<file path="src/msb_regs.vh">
// msb_regs.vh: register offsets, flag field positions, reset codes and timing counts
// assumes inclusion by the monitor status bank; definitions only
`ifndef MSB_REGS_VH
`define MSB_REGS_VH

// 7-bit port addresses
`define MSB_ADDR_SENS_A_OFS   7'h08
`define MSB_ADDR_CONV_A_OFS   7'h09
`define MSB_ADDR_CONV_A_GAIN  7'h0A
`define MSB_ADDR_MIN_CORE     7'h25
`define MSB_ADDR_MIN_AUX      7'h26
`define MSB_ADDR_MIN_BRAM     7'h27
`define MSB_ADDR_MAX_PS_CORE  7'h28
`define MSB_ADDR_MAX_PS_AUX   7'h29
`define MSB_ADDR_MAX_PS_MEMIO 7'h2A
`define MSB_ADDR_UNASSIGNED_A 7'h2B
`define MSB_ADDR_MIN_PS_CORE  7'h2C
`define MSB_ADDR_MIN_PS_AUX   7'h2D
`define MSB_ADDR_MIN_PS_MEMIO 7'h2E
`define MSB_ADDR_UNASSIGNED_B 7'h2F
`define MSB_ADDR_SENS_B_OFS   7'h30
`define MSB_ADDR_CONV_B_OFS   7'h31
`define MSB_ADDR_CONV_B_GAIN  7'h32
`define MSB_ADDR_UNUSED_LO    7'h33
`define MSB_ADDR_UNUSED_HI    7'h3E
`define MSB_ADDR_FLAG         7'h3F

// flag register fields
`define MSB_FLAG_ALARM_LSB    0
`define MSB_FLAG_OT_BIT       3
`define MSB_FLAG_REF_BIT      9
`define MSB_FLAG_JTGRO_BIT    10
`define MSB_FLAG_JTGBL_BIT    11

// channel numbers carried by the measurement strobe and, for calibration, the conversion-start strobe
`define MSB_CH_CAL            5'h08
`define MSB_CH_CORE           5'h01
`define MSB_CH_AUX            5'h02
`define MSB_CH_BRAM           5'h06
`define MSB_CH_PS_CORE        5'h0D
`define MSB_CH_PS_AUX         5'h0E
`define MSB_CH_PS_MEMIO       5'h0F

// reset codes for extreme trackers and the read value of undefined locations
`define MSB_MIN_RESET         16'hFFFF
`define MSB_MAX_RESET         16'h0000
`define MSB_UNDEF_VALUE       16'h0000

// calibration timing
`define MSB_CONV_CYCLES       10'd26
`define MSB_CAL_FACTOR        3'd4
`define MSB_CAL_CYCLES        (`MSB_CONV_CYCLES * `MSB_CAL_FACTOR)

// gain coefficient fields
`define MSB_GAIN_SIGN_BIT     6
`define MSB_GAIN_MAG_MAX      6'h3F

`endif

</file>
<file path="src/msb_status_bank.v">
// msb_status_bank.v: read-only status bank of a dual converter supply monitor
// assumes measurement strobes and calibration results come from same-clock logic
`timescale 1ns/1ps
`include "msb_regs.vh"

module msb_status_bank (
  input  wire        core_clk,
  input  wire        rst,
  input  wire        clk_en,
  input  wire        rcp_en,
  input  wire        rcp_we,
  input  wire [6:0]  rcp_addr,
  input  wire [15:0] rcp_di,
  output reg  [15:0] rcp_do,
  output reg         rcp_rdy,
  input  wire        meas_valid,
  input  wire [4:0]  meas_channel,
  input  wire [15:0] meas_data,
  input  wire        conv_start,
  input  wire [4:0]  conv_channel,
  input  wire [11:0] sens_a_offset_meas,
  input  wire [11:0] conv_a_offset_meas,
  input  wire [6:0]  conv_a_gain_meas,
  input  wire [11:0] sens_b_offset_meas,
  input  wire [11:0] conv_b_offset_meas,
  input  wire [6:0]  conv_b_gain_meas,
  input  wire [6:0]  alarm_flags,
  input  wire        over_temp_flag,
  input  wire        internal_ref_sel,
  input  wire        jtag_readonly_flag,
  input  wire        jtag_blocked_flag,
  output reg         busy,
  output reg         cal_done
);

  // offset negation, 12-bit msb justified
  function [15:0] ofs_coef;
    input [11:0] meas;
    begin
      ofs_coef = {12'h000 - meas, 4'h0};
    end
  endfunction

  // gain: sign set for positive correction, magnitude clamped
  function [15:0] gain_coef;
    input [6:0] err;
    reg   [5:0] mag;
    begin
      mag = err[5:0];
      if (mag > `MSB_GAIN_MAG_MAX)
        mag = `MSB_GAIN_MAG_MAX;
      gain_coef = {9'h000, ~err[`MSB_GAIN_SIGN_BIT], mag};
    end
  endfunction

  reg [15:0] min_core_supply_reg;
  reg [15:0] min_aux_supply_reg;
  reg [15:0] min_blockram_supply_reg;
  reg [15:0] max_ps_core_supply_reg;
  reg [15:0] max_ps_aux_supply_reg;
  reg [15:0] max_ps_memio_supply_reg;
  reg [15:0] min_ps_core_supply_reg;
  reg [15:0] min_ps_aux_supply_reg;
  reg [15:0] min_ps_memio_supply_reg;
  reg [15:0] conv_a_sensor_offset_coef_reg;
  reg [15:0] conv_a_offset_coef_reg;
  reg [15:0] conv_a_gain_coef_reg;
  reg [15:0] conv_b_sensor_offset_coef_reg;
  reg [15:0] conv_b_offset_coef_reg;
  reg [15:0] conv_b_gain_coef_reg;
  reg [15:0] flag_status_reg;
  reg [9:0]  cal_cnt_reg;
  reg [15:0] rd_next;

  // extremes, tracked on full 16-bit results
  always @(posedge core_clk) begin
    if (rst) begin
      min_core_supply_reg     <= `MSB_MIN_RESET;
      min_aux_supply_reg      <= `MSB_MIN_RESET;
      min_blockram_supply_reg <= `MSB_MIN_RESET;
      min_ps_core_supply_reg  <= `MSB_MIN_RESET;
      min_ps_aux_supply_reg   <= `MSB_MIN_RESET;
      min_ps_memio_supply_reg <= `MSB_MIN_RESET;
      max_ps_core_supply_reg  <= `MSB_MAX_RESET;
      max_ps_aux_supply_reg   <= `MSB_MAX_RESET;
      max_ps_memio_supply_reg <= `MSB_MAX_RESET;
    end else if (clk_en && meas_valid) begin
      case (meas_channel)
        `MSB_CH_CORE: begin
          if (meas_data < min_core_supply_reg)
            min_core_supply_reg <= meas_data;
        end
        `MSB_CH_AUX: begin
          if (meas_data < min_aux_supply_reg)
            min_aux_supply_reg <= meas_data;
        end
        `MSB_CH_BRAM: begin
          if (meas_data < min_blockram_supply_reg)
            min_blockram_supply_reg <= meas_data;
        end
        `MSB_CH_PS_CORE: begin
          if (meas_data < min_ps_core_supply_reg)
            min_ps_core_supply_reg <= meas_data;
          if (meas_data > max_ps_core_supply_reg)
            max_ps_core_supply_reg <= meas_data;
        end
        `MSB_CH_PS_AUX: begin
          if (meas_data < min_ps_aux_supply_reg)
            min_ps_aux_supply_reg <= meas_data;
          if (meas_data > max_ps_aux_supply_reg)
            max_ps_aux_supply_reg <= meas_data;
        end
        `MSB_CH_PS_MEMIO: begin
          if (meas_data < min_ps_memio_supply_reg)
            min_ps_memio_supply_reg <= meas_data;
          if (meas_data > max_ps_memio_supply_reg)
            max_ps_memio_supply_reg <= meas_data;
        end
        default: begin
        end
      endcase
    end
  end

  // self-calibration sequence and coefficient capture
  always @(posedge core_clk) begin
    if (rst) begin
      busy                          <= 1'b0;
      cal_done                      <= 1'b0;
      cal_cnt_reg                   <= 10'd0;
      conv_a_sensor_offset_coef_reg <= 16'h0000;
      conv_a_offset_coef_reg        <= 16'h0000;
      conv_a_gain_coef_reg          <= 16'h0000;
      conv_b_sensor_offset_coef_reg <= 16'h0000;
      conv_b_offset_coef_reg        <= 16'h0000;
      conv_b_gain_coef_reg          <= 16'h0000;
    end else if (clk_en) begin
      cal_done <= 1'b0;
      if (busy) begin
        if (cal_cnt_reg == `MSB_CAL_CYCLES - 10'd1) begin
          busy                          <= 1'b0;
          cal_done                      <= 1'b1;
          cal_cnt_reg                   <= 10'd0;
          conv_a_sensor_offset_coef_reg <= ofs_coef(sens_a_offset_meas);
          conv_a_offset_coef_reg        <= ofs_coef(conv_a_offset_meas);
          conv_a_gain_coef_reg          <= gain_coef(conv_a_gain_meas);
          conv_b_sensor_offset_coef_reg <= ofs_coef(sens_b_offset_meas);
          conv_b_offset_coef_reg        <= ofs_coef(conv_b_offset_meas);
          conv_b_gain_coef_reg          <= gain_coef(conv_b_gain_meas);
        end else begin
          cal_cnt_reg <= cal_cnt_reg + 10'd1;
        end
      end else if (conv_start && conv_channel == `MSB_CH_CAL) begin
        busy        <= 1'b1;
        cal_cnt_reg <= 10'd0;
      end
    end
  end

  // flag register, sampled every cycle
  always @(posedge core_clk) begin
    if (rst) begin
      flag_status_reg <= 16'h0000;
    end else if (clk_en) begin
      flag_status_reg                      <= 16'h0000;
      flag_status_reg[7:0]                 <= {1'b0, alarm_flags};
      flag_status_reg[`MSB_FLAG_OT_BIT]    <= over_temp_flag;
      flag_status_reg[`MSB_FLAG_REF_BIT]   <= internal_ref_sel;
      flag_status_reg[`MSB_FLAG_JTGRO_BIT] <= jtag_readonly_flag;
      flag_status_reg[`MSB_FLAG_JTGBL_BIT] <= jtag_blocked_flag;
    end
  end

  // read decode
  always @* begin
    rd_next = `MSB_UNDEF_VALUE;
    case (rcp_addr)
      `MSB_ADDR_SENS_A_OFS:   rd_next = conv_a_sensor_offset_coef_reg;
      `MSB_ADDR_CONV_A_OFS:   rd_next = conv_a_offset_coef_reg;
      `MSB_ADDR_CONV_A_GAIN:  rd_next = conv_a_gain_coef_reg;
      `MSB_ADDR_MIN_CORE:     rd_next = min_core_supply_reg;
      `MSB_ADDR_MIN_AUX:      rd_next = min_aux_supply_reg;
      `MSB_ADDR_MIN_BRAM:     rd_next = min_blockram_supply_reg;
      `MSB_ADDR_MAX_PS_CORE:  rd_next = max_ps_core_supply_reg;
      `MSB_ADDR_MAX_PS_AUX:   rd_next = max_ps_aux_supply_reg;
      `MSB_ADDR_MAX_PS_MEMIO: rd_next = max_ps_memio_supply_reg;
      `MSB_ADDR_MIN_PS_CORE:  rd_next = min_ps_core_supply_reg;
      `MSB_ADDR_MIN_PS_AUX:   rd_next = min_ps_aux_supply_reg;
      `MSB_ADDR_MIN_PS_MEMIO: rd_next = min_ps_memio_supply_reg;
      `MSB_ADDR_SENS_B_OFS:   rd_next = conv_b_sensor_offset_coef_reg;
      `MSB_ADDR_CONV_B_OFS:   rd_next = conv_b_offset_coef_reg;
      `MSB_ADDR_CONV_B_GAIN:  rd_next = conv_b_gain_coef_reg;
      `MSB_ADDR_FLAG:         rd_next = flag_status_reg;
      default:                rd_next = `MSB_UNDEF_VALUE;
    endcase
  end

  // port: one-cycle ready; writes acknowledged but store nothing
  always @(posedge core_clk) begin
    if (rst) begin
      rcp_do  <= 16'h0000;
      rcp_rdy <= 1'b0;
    end else if (clk_en) begin
      rcp_rdy <= rcp_en;
      if (rcp_en && !rcp_we)
        rcp_do <= rd_next;
      else if (rcp_en)
        rcp_do <= rcp_do;
    end
  end

endmodule // msb_status_bank

</file>
<file path="config.mk">
export PLATFORM = sky130hd
export DESIGN_NAME = msb_status_bank
export DESIGN_NICKNAME = d
export VERILOG_FILES = /design/src/msb_status_bank.v
export VERILOG_INCLUDE_DIRS = /design/src
export SDC_FILE = /design/constraint.sdc
export NUM_CORES = 1
export LEC_CHECK = 0
export BUFFER_PORTS_ARGS = -buffer_cell sky130_fd_sc_hd__buf_2
export CORE_MARGIN = 2
export CORE_UTILIZATION = 40
export CTS_BUF_LIST = sky130_fd_sc_hd__clkbuf_16
export CTS_CLUSTER_DIAMETER = 200
export DETAILED_ROUTE_END_ITERATION = 10
export SLEW_MARGIN = 10
export SYNTH_ARGS = -nofsm -noshare
export SYNTH_HDL_FRONTEND = slang
export SYNTH_SLANG_ARGS = --single-unit
export TNS_END_PERCENT = 50
</file>
<file path="constraint.sdc">
create_clock -name core_clk -period 3.7 [get_ports core_clk]
set_clock_uncertainty 0.1 [all_clocks]
set_input_delay 0.185 -clock core_clk [delete_from_list [all_inputs] [get_ports core_clk]]
set_output_delay 0.185 -clock core_clk [all_outputs]
set_load 0.1 [all_outputs]
</file>
==> Yosys cells after proc, flatten, opt, wreduce, memory -nomap -nowiden <==
Cells that the tools add are included.
{ "word_totals": {"ff_bits": 245, "latch_bits": 0, "mem_bits_rw": 0, "mem_bits_ro": 0, "in_bits": 129, "out_inout_bits": 19, "word_cells": 91, "mem_count": 0} }
{ "op_classes": {"add_sub_neg": 5, "n_mul": 0, "div": 0, "n_lt_le_gt_ge": 11, "n_eq_ne": 24, "n_shift": 0, "mux": 11, "n_bitwise": 2, "n_reduce_logical": 17} }
{ "op_table": {"columns": ["operator", "n"], "rows": [
  ["$pmux 16 s16", 1],
  ["$lt 16x16->1", 6],
  ["$eq 7x6->1 const B", 13],
  ["$gt 16x16->1", 3],
  ["$sub 1x12->12 const A", 4],
  ["$mux 10", 3],
  ["$reduce_and 3->1", 10],
  ["$eq 7x4->1 const B", 3],
  ["$eq 5x4->1 const B", 4],
  ["$gt 6x6->1 const B", 2],
  ["$mux 6", 2],
  ["$add 10x1->10 const B", 1],
  ["$eq 10x7->1 const B", 1],
  ["$eq 5x1->1 const B", 1],
  ["$eq 5x2->1 const B", 1],
  ["$eq 5x3->1 const B", 1],
  ["$mux 1", 5],
  ["$reduce_and 2->1", 2],
  ["$logic_and 1x1->1", 3],
  ["$not 1->1", 2],
  ["$reduce_bool 2->1", 1],
  ["$logic_not 1->1", 1]
]} }

==> Depth between registers and ports, before layout <==
{ "depth": {"ltp_word": 4, "mapped_depth": 11} }

==> Worst setup path after synthesis <==
OpenSTA, ideal clock, no wires.
{ "synth_path": {"path_type": "reg2reg", "startpoint": "register max_ps_core_supply_reg[11]", "endpoint": "register max_ps_core_supply_reg[10]", "arrival_ps": 2190, "t_required_ps": 3472, "setup_slack_ps": 1282, "stages_incl_launch_ff": 11, "period_less_slack_ps": 2418, "cell_sequence": "dfxtp_1 > inv_1 > ha_1 > nand4_1 > or4_1 > a21oi_1 > o31a_1 > buf_2 > buf_2 > mux2i_1 > nor2_1"} }
{ "synth_between": {"elab_chain_len": 2} }
{ "synth_lines": {"columns": ["item", "line_no", "source"], "rows": [
  ["start: declaration", "msb_status_bank.v:59", "reg [15:0] max_ps_core_supply_reg;"],
  ["start signal: assignment", "msb_status_bank.v:84", "max_ps_core_supply_reg <= `MSB_MAX_RESET;"],
  ["start signal: assignment", "msb_status_bank.v:105", "max_ps_core_supply_reg <= meas_data;"],
  ["$gt 16x16->1", "msb_status_bank.v:104", "if (meas_data > max_ps_core_supply_reg)"],
  ["$reduce_and 3->1 (no source line)", null, null]
]} }
No other way between the ends.
A chain may end at the register's enable or synchronous reset.

==> Worst setup path in the final report <==
{ "layout_path": {"startpoint": "register min_ps_memio_supply_reg[6]", "endpoint": "register min_ps_memio_supply_reg[3]"} }
{ "layout_between": {"elab_chain_len": 2} }
{ "layout_lines": {"columns": ["item", "line_no", "source"], "rows": [
  ["start: declaration", "msb_status_bank.v:64", "reg [15:0] min_ps_memio_supply_reg;"],
  ["start signal: assignment", "msb_status_bank.v:83", "min_ps_memio_supply_reg <= `MSB_MIN_RESET;"],
  ["start signal: assignment", "msb_status_bank.v:115", "min_ps_memio_supply_reg <= meas_data;"],
  ["$lt 16x16->1", "msb_status_bank.v:114", "if (meas_data < min_ps_memio_supply_reg)"],
  ["$reduce_and 3->1 (no source line)", null, null]
]} }
No other way between the ends.

==> results.json <==
{
  "status": "finished clean",
  "r2r_start": "min_ps_memio_supply_reg[6]",
  "layout-drive-gt1-share_pct": 11.65,
  "synth_edf_count": 0,
  "fin_total_pwr_mw": 6.344,
  "vias": 14383,
  "dp_hpwl_um": 38090,
  "fin_tns_setup_ns": 0,
  "finalCritPeriodShare_pct": 77.99,
  "leakage_nw": 7.905,
  "hp-class": "in2reg",
  "num_rows": 70,
  "num-fill-cells": 3530,
  "power_density_nw_per_um2": 350.4,
  "place.gp.congestion": 0.9298,
  "hold_depth": 5,
  "finalMaxSlewViolations": 0,
  "placed_cell_area_um2": 16090,
  "seqCellArea_um2": 4905,
  "layout.nets": 2327,
  "wirelength_um": 52910,
  "multiInputGateArea_um2": 9009,
  "die_x_um": 196.8,
  "grt_pass1_wl_um": 80030,
  "slew-limit-headroom_pct": 20.47,
  "rsz0062_at_grt": "false",
  "drc": 0,
  "min_period_ns": 2.886,
  "yosysUniqueCellTypes": 72,
  "core_area_um2": 36610,
  "worstPathRequired_ns": 4.01,
  "reg2reg_depth": 9,
  "setup.worst_path.class": "reg2reg",
  "crit_path_end_kind": "flip-flop",
  "cp-startpoint": "min_ps_memio_supply_reg[6]",
  "dr.first_iter.drc_count": 1354,
  "clkSinkCount": 245,
  "drt-pass1-iter-count": 6,
  "fmax_mhz": 346.5,
  "yosysTopAreaCell": "dfxtp_1",
  "finalSetupViolCount": 0,
  "clkTransAtPathRegs_ns": 0.06,
  "syn_avg_cell_area_um2": 8.059,
  "crit_fanout": 10,
  "syn_to_final_growth_pct": 21.76,
  "die-area_um2": 38730,
  "setup.worst_path.start_class": "flip-flop",
  "clock_latency_ns": 0.56,
  "hold_start": "sens_a_offset_meas[1]",
  "htreeDepth": 1,
  "wire_per_inst_um": 20.78,
  "grt_usage_pct": 26.71,
  "antenna_found_initial": 4,
  "synth_ff_type": "dfxtp_1",
  "grt_pass1_vias": 13696,
  "io-pin-count": 148,
  "synth-seq-area-share_pct": 32.99,
  "synth_top_area_share_pct": 32.99,
  "initial_core_util_pct": 40.62,
  "port_buffers": 130,
  "finalHoldViolations": 0,
  "arrival_ns": 3.19,
  "synth_cells": 1845,
  "worst_pin_slew_ns": 1.193,
  "async_flop_share_pct": 0,
  "cts_tree": "built",
  "root_buffer": "clkbuf_16",
  "cts_buffer_depth": 3,
  "post-cts-setup-buffers": 0,
  "grt_start_max_net_pins": 101,
  "synth_warnings": 0,
  "ys_seq_elements": 245,
  "ant_nets": 0,
  "ir_drop_v": 0.0003115,
  "numCtsBuffers": 28,
  "drv_cap": 0,
  "grt-ovfl-total": 0,
  "syn_area_um2": 14870,
  "synth_area_leaders": "dfxtp_1, ha_1, mux2i_1",
  "drt-vias-per-instance": 5.649,
  "die_h_um": 196.8,
  "design_area_um2": 18100,
  "syn-num-nets": 2117
}
[worst paths after layout]
check	endpoint	slack (ns)
hold / removal	conv_a_sensor_offset_coef_reg[5]	0.02
setup reg to reg	min_ps_memio_supply_reg[3]	0.81
hold reg to reg	conv_a_offset_coef_reg[13]	0.35
setup / recovery	min_ps_memio_supply_reg[3]	0.81
[cell type report]
class	count	area share [%]
antenna	1	0.01382
clock buffer	29	4.008
clock inverter	23	1.306
inverter	154	3.193
multi-input combinational	1347	49.76
sequential	245	27.09
tap	468	3.234
timing repair buffer	279	11.40
[cells in the mapped netlist, types with 3 or more instances]
| library cell | instances |
|---|---|
| a2111oi_0 | 4 |
| mux2i_1 | 150 |
| or2_2 | 4 |
| a32oi_1 | 11 |
| o31a_1 | 3 |
| a222oi_1 | 3 |
| or3_1 | 9 |
| nand2b_1 | 9 |
| a32o_1 | 3 |
| nand3b_1 | 5 |
| o21a_1 | 4 |
| o32ai_1 | 7 |
| a211oi_1 | 11 |
| nand4_1 | 30 |
| a221o_1 | 5 |
| dfxtp_1 | 245 |
| xor2_1 | 13 |
| o21ai_0 | 53 |
| a21oi_1 | 140 |
| clkbuf_1 | 72 |
| nor3_1 | 42 |
| nor4_1 | 19 |
| ha_1 | 143 |
| a22oi_1 | 25 |
| a31oi_1 | 13 |
| buf_2 | 20 |
| buf_1 | 5 |
| xnor2_1 | 25 |
| o22ai_1 | 14 |
| nor3b_1 | 4 |
| nand3_1 | 43 |
| o211ai_1 | 39 |
| nor2_1 | 184 |
| and2_1 | 4 |
| a21o_1 | 11 |
| mux2_2 | 9 |
| nor2b_1 | 13 |
| nand2_1 | 234 |
| and3_1 | 13 |
| inv_1 | 153 |
| o31ai_1 | 3 |
| or4_1 | 6 |
[report_power, final]
group | leakage [nW] | internal [mW] | switching (mW)
clock network | 0.485 | 1.76 | 1.18
registers | 1.98 | 2.65 | 0.0138
logic | 5.44 | 0.289 | 0.449
[worst max-delay path, stage by stage (launching register included)]
cell	delay (ns)
dfxtp_1	0.44
inv_1	0.08
ha_1	0.28
nand2_1	0.06
nor3_1	0.18
a21oi_1	0.16
o311ai_2	0.81
buf_4	0.36
mux2i_1	0.20
nand2_1	0.07
[per-stage QoR]
step | instances | utilization, % | worst slack, ns | hold slack (ns)
detailed placement | 2388 | 43.95 | 0.8082 | 0.2812
global route | 2546 | 49.45 | 0.6367 | 0.02458
floorplan | 1845 | - | 1.282 | 0.1806
finish | 2546 | 49.45 | 0.8143 | 0.02419
global placement | 2388 | 43.95 | 0.8284 | 0.2828
CTS | 2545 | 49.45 | 0.8457 | 0.0005194
[cells by family after synthesis]
| kind of cell | share of synthesized area [%] |
|---|---|
| adder cells (fa/ha/maj) | 12.03 |
| XOR/XNOR | 2.238 |
| multiplexers | 10.78 |
| AND/OR/NAND/NOR | 19.47 |
| buffers and inverters | 6.656 |
| AO/OA/AOI/OAI | 15.84 |
| flip-flops | 32.99 |
[cell usage in the layout (no fill, tap or decap), types with 29 or more instances in the layout]
cell type      Yosys  final
dfxtp_1          245    245
nand2_1          234    234
nor2_1           184    183
inv_1            153    156
mux2i_1          150    150
ha_1             143    143
a21oi_1          140    139
buf_2             20    129
dlygate4sd3_1      0    105
o21ai_0           53     53
nand3_1           43     43
nor3_1            42     42
buf_4              0     42
o211ai_1          39     39
nand4_1           30     30
clkbuf_16          0     29
[metal layers]
| layer | track usage, % | wire length, µm | vias to the layer above |
|---|---|---|---|
| li1 | - | - | 6935 |
| met1 | 35.41 | 22800 | 6843 |
| met2 | 43.44 | 24300 | 484 |
| met3 | 4.346 | 3620 | 115 |
| met4 | 10.50 | 2158 | 6 |
| met5 | 0 | 34 | - |
[what timing repair did]
item                                    4_1_cts  5_1_grt
endpoints found under the setup margin        0        0
hold buffers                                105        0
hold endpoints to repair                     93        0
gates resized for setup                       0        0
No activity file was read; power rests on OpenSTA's default activity.
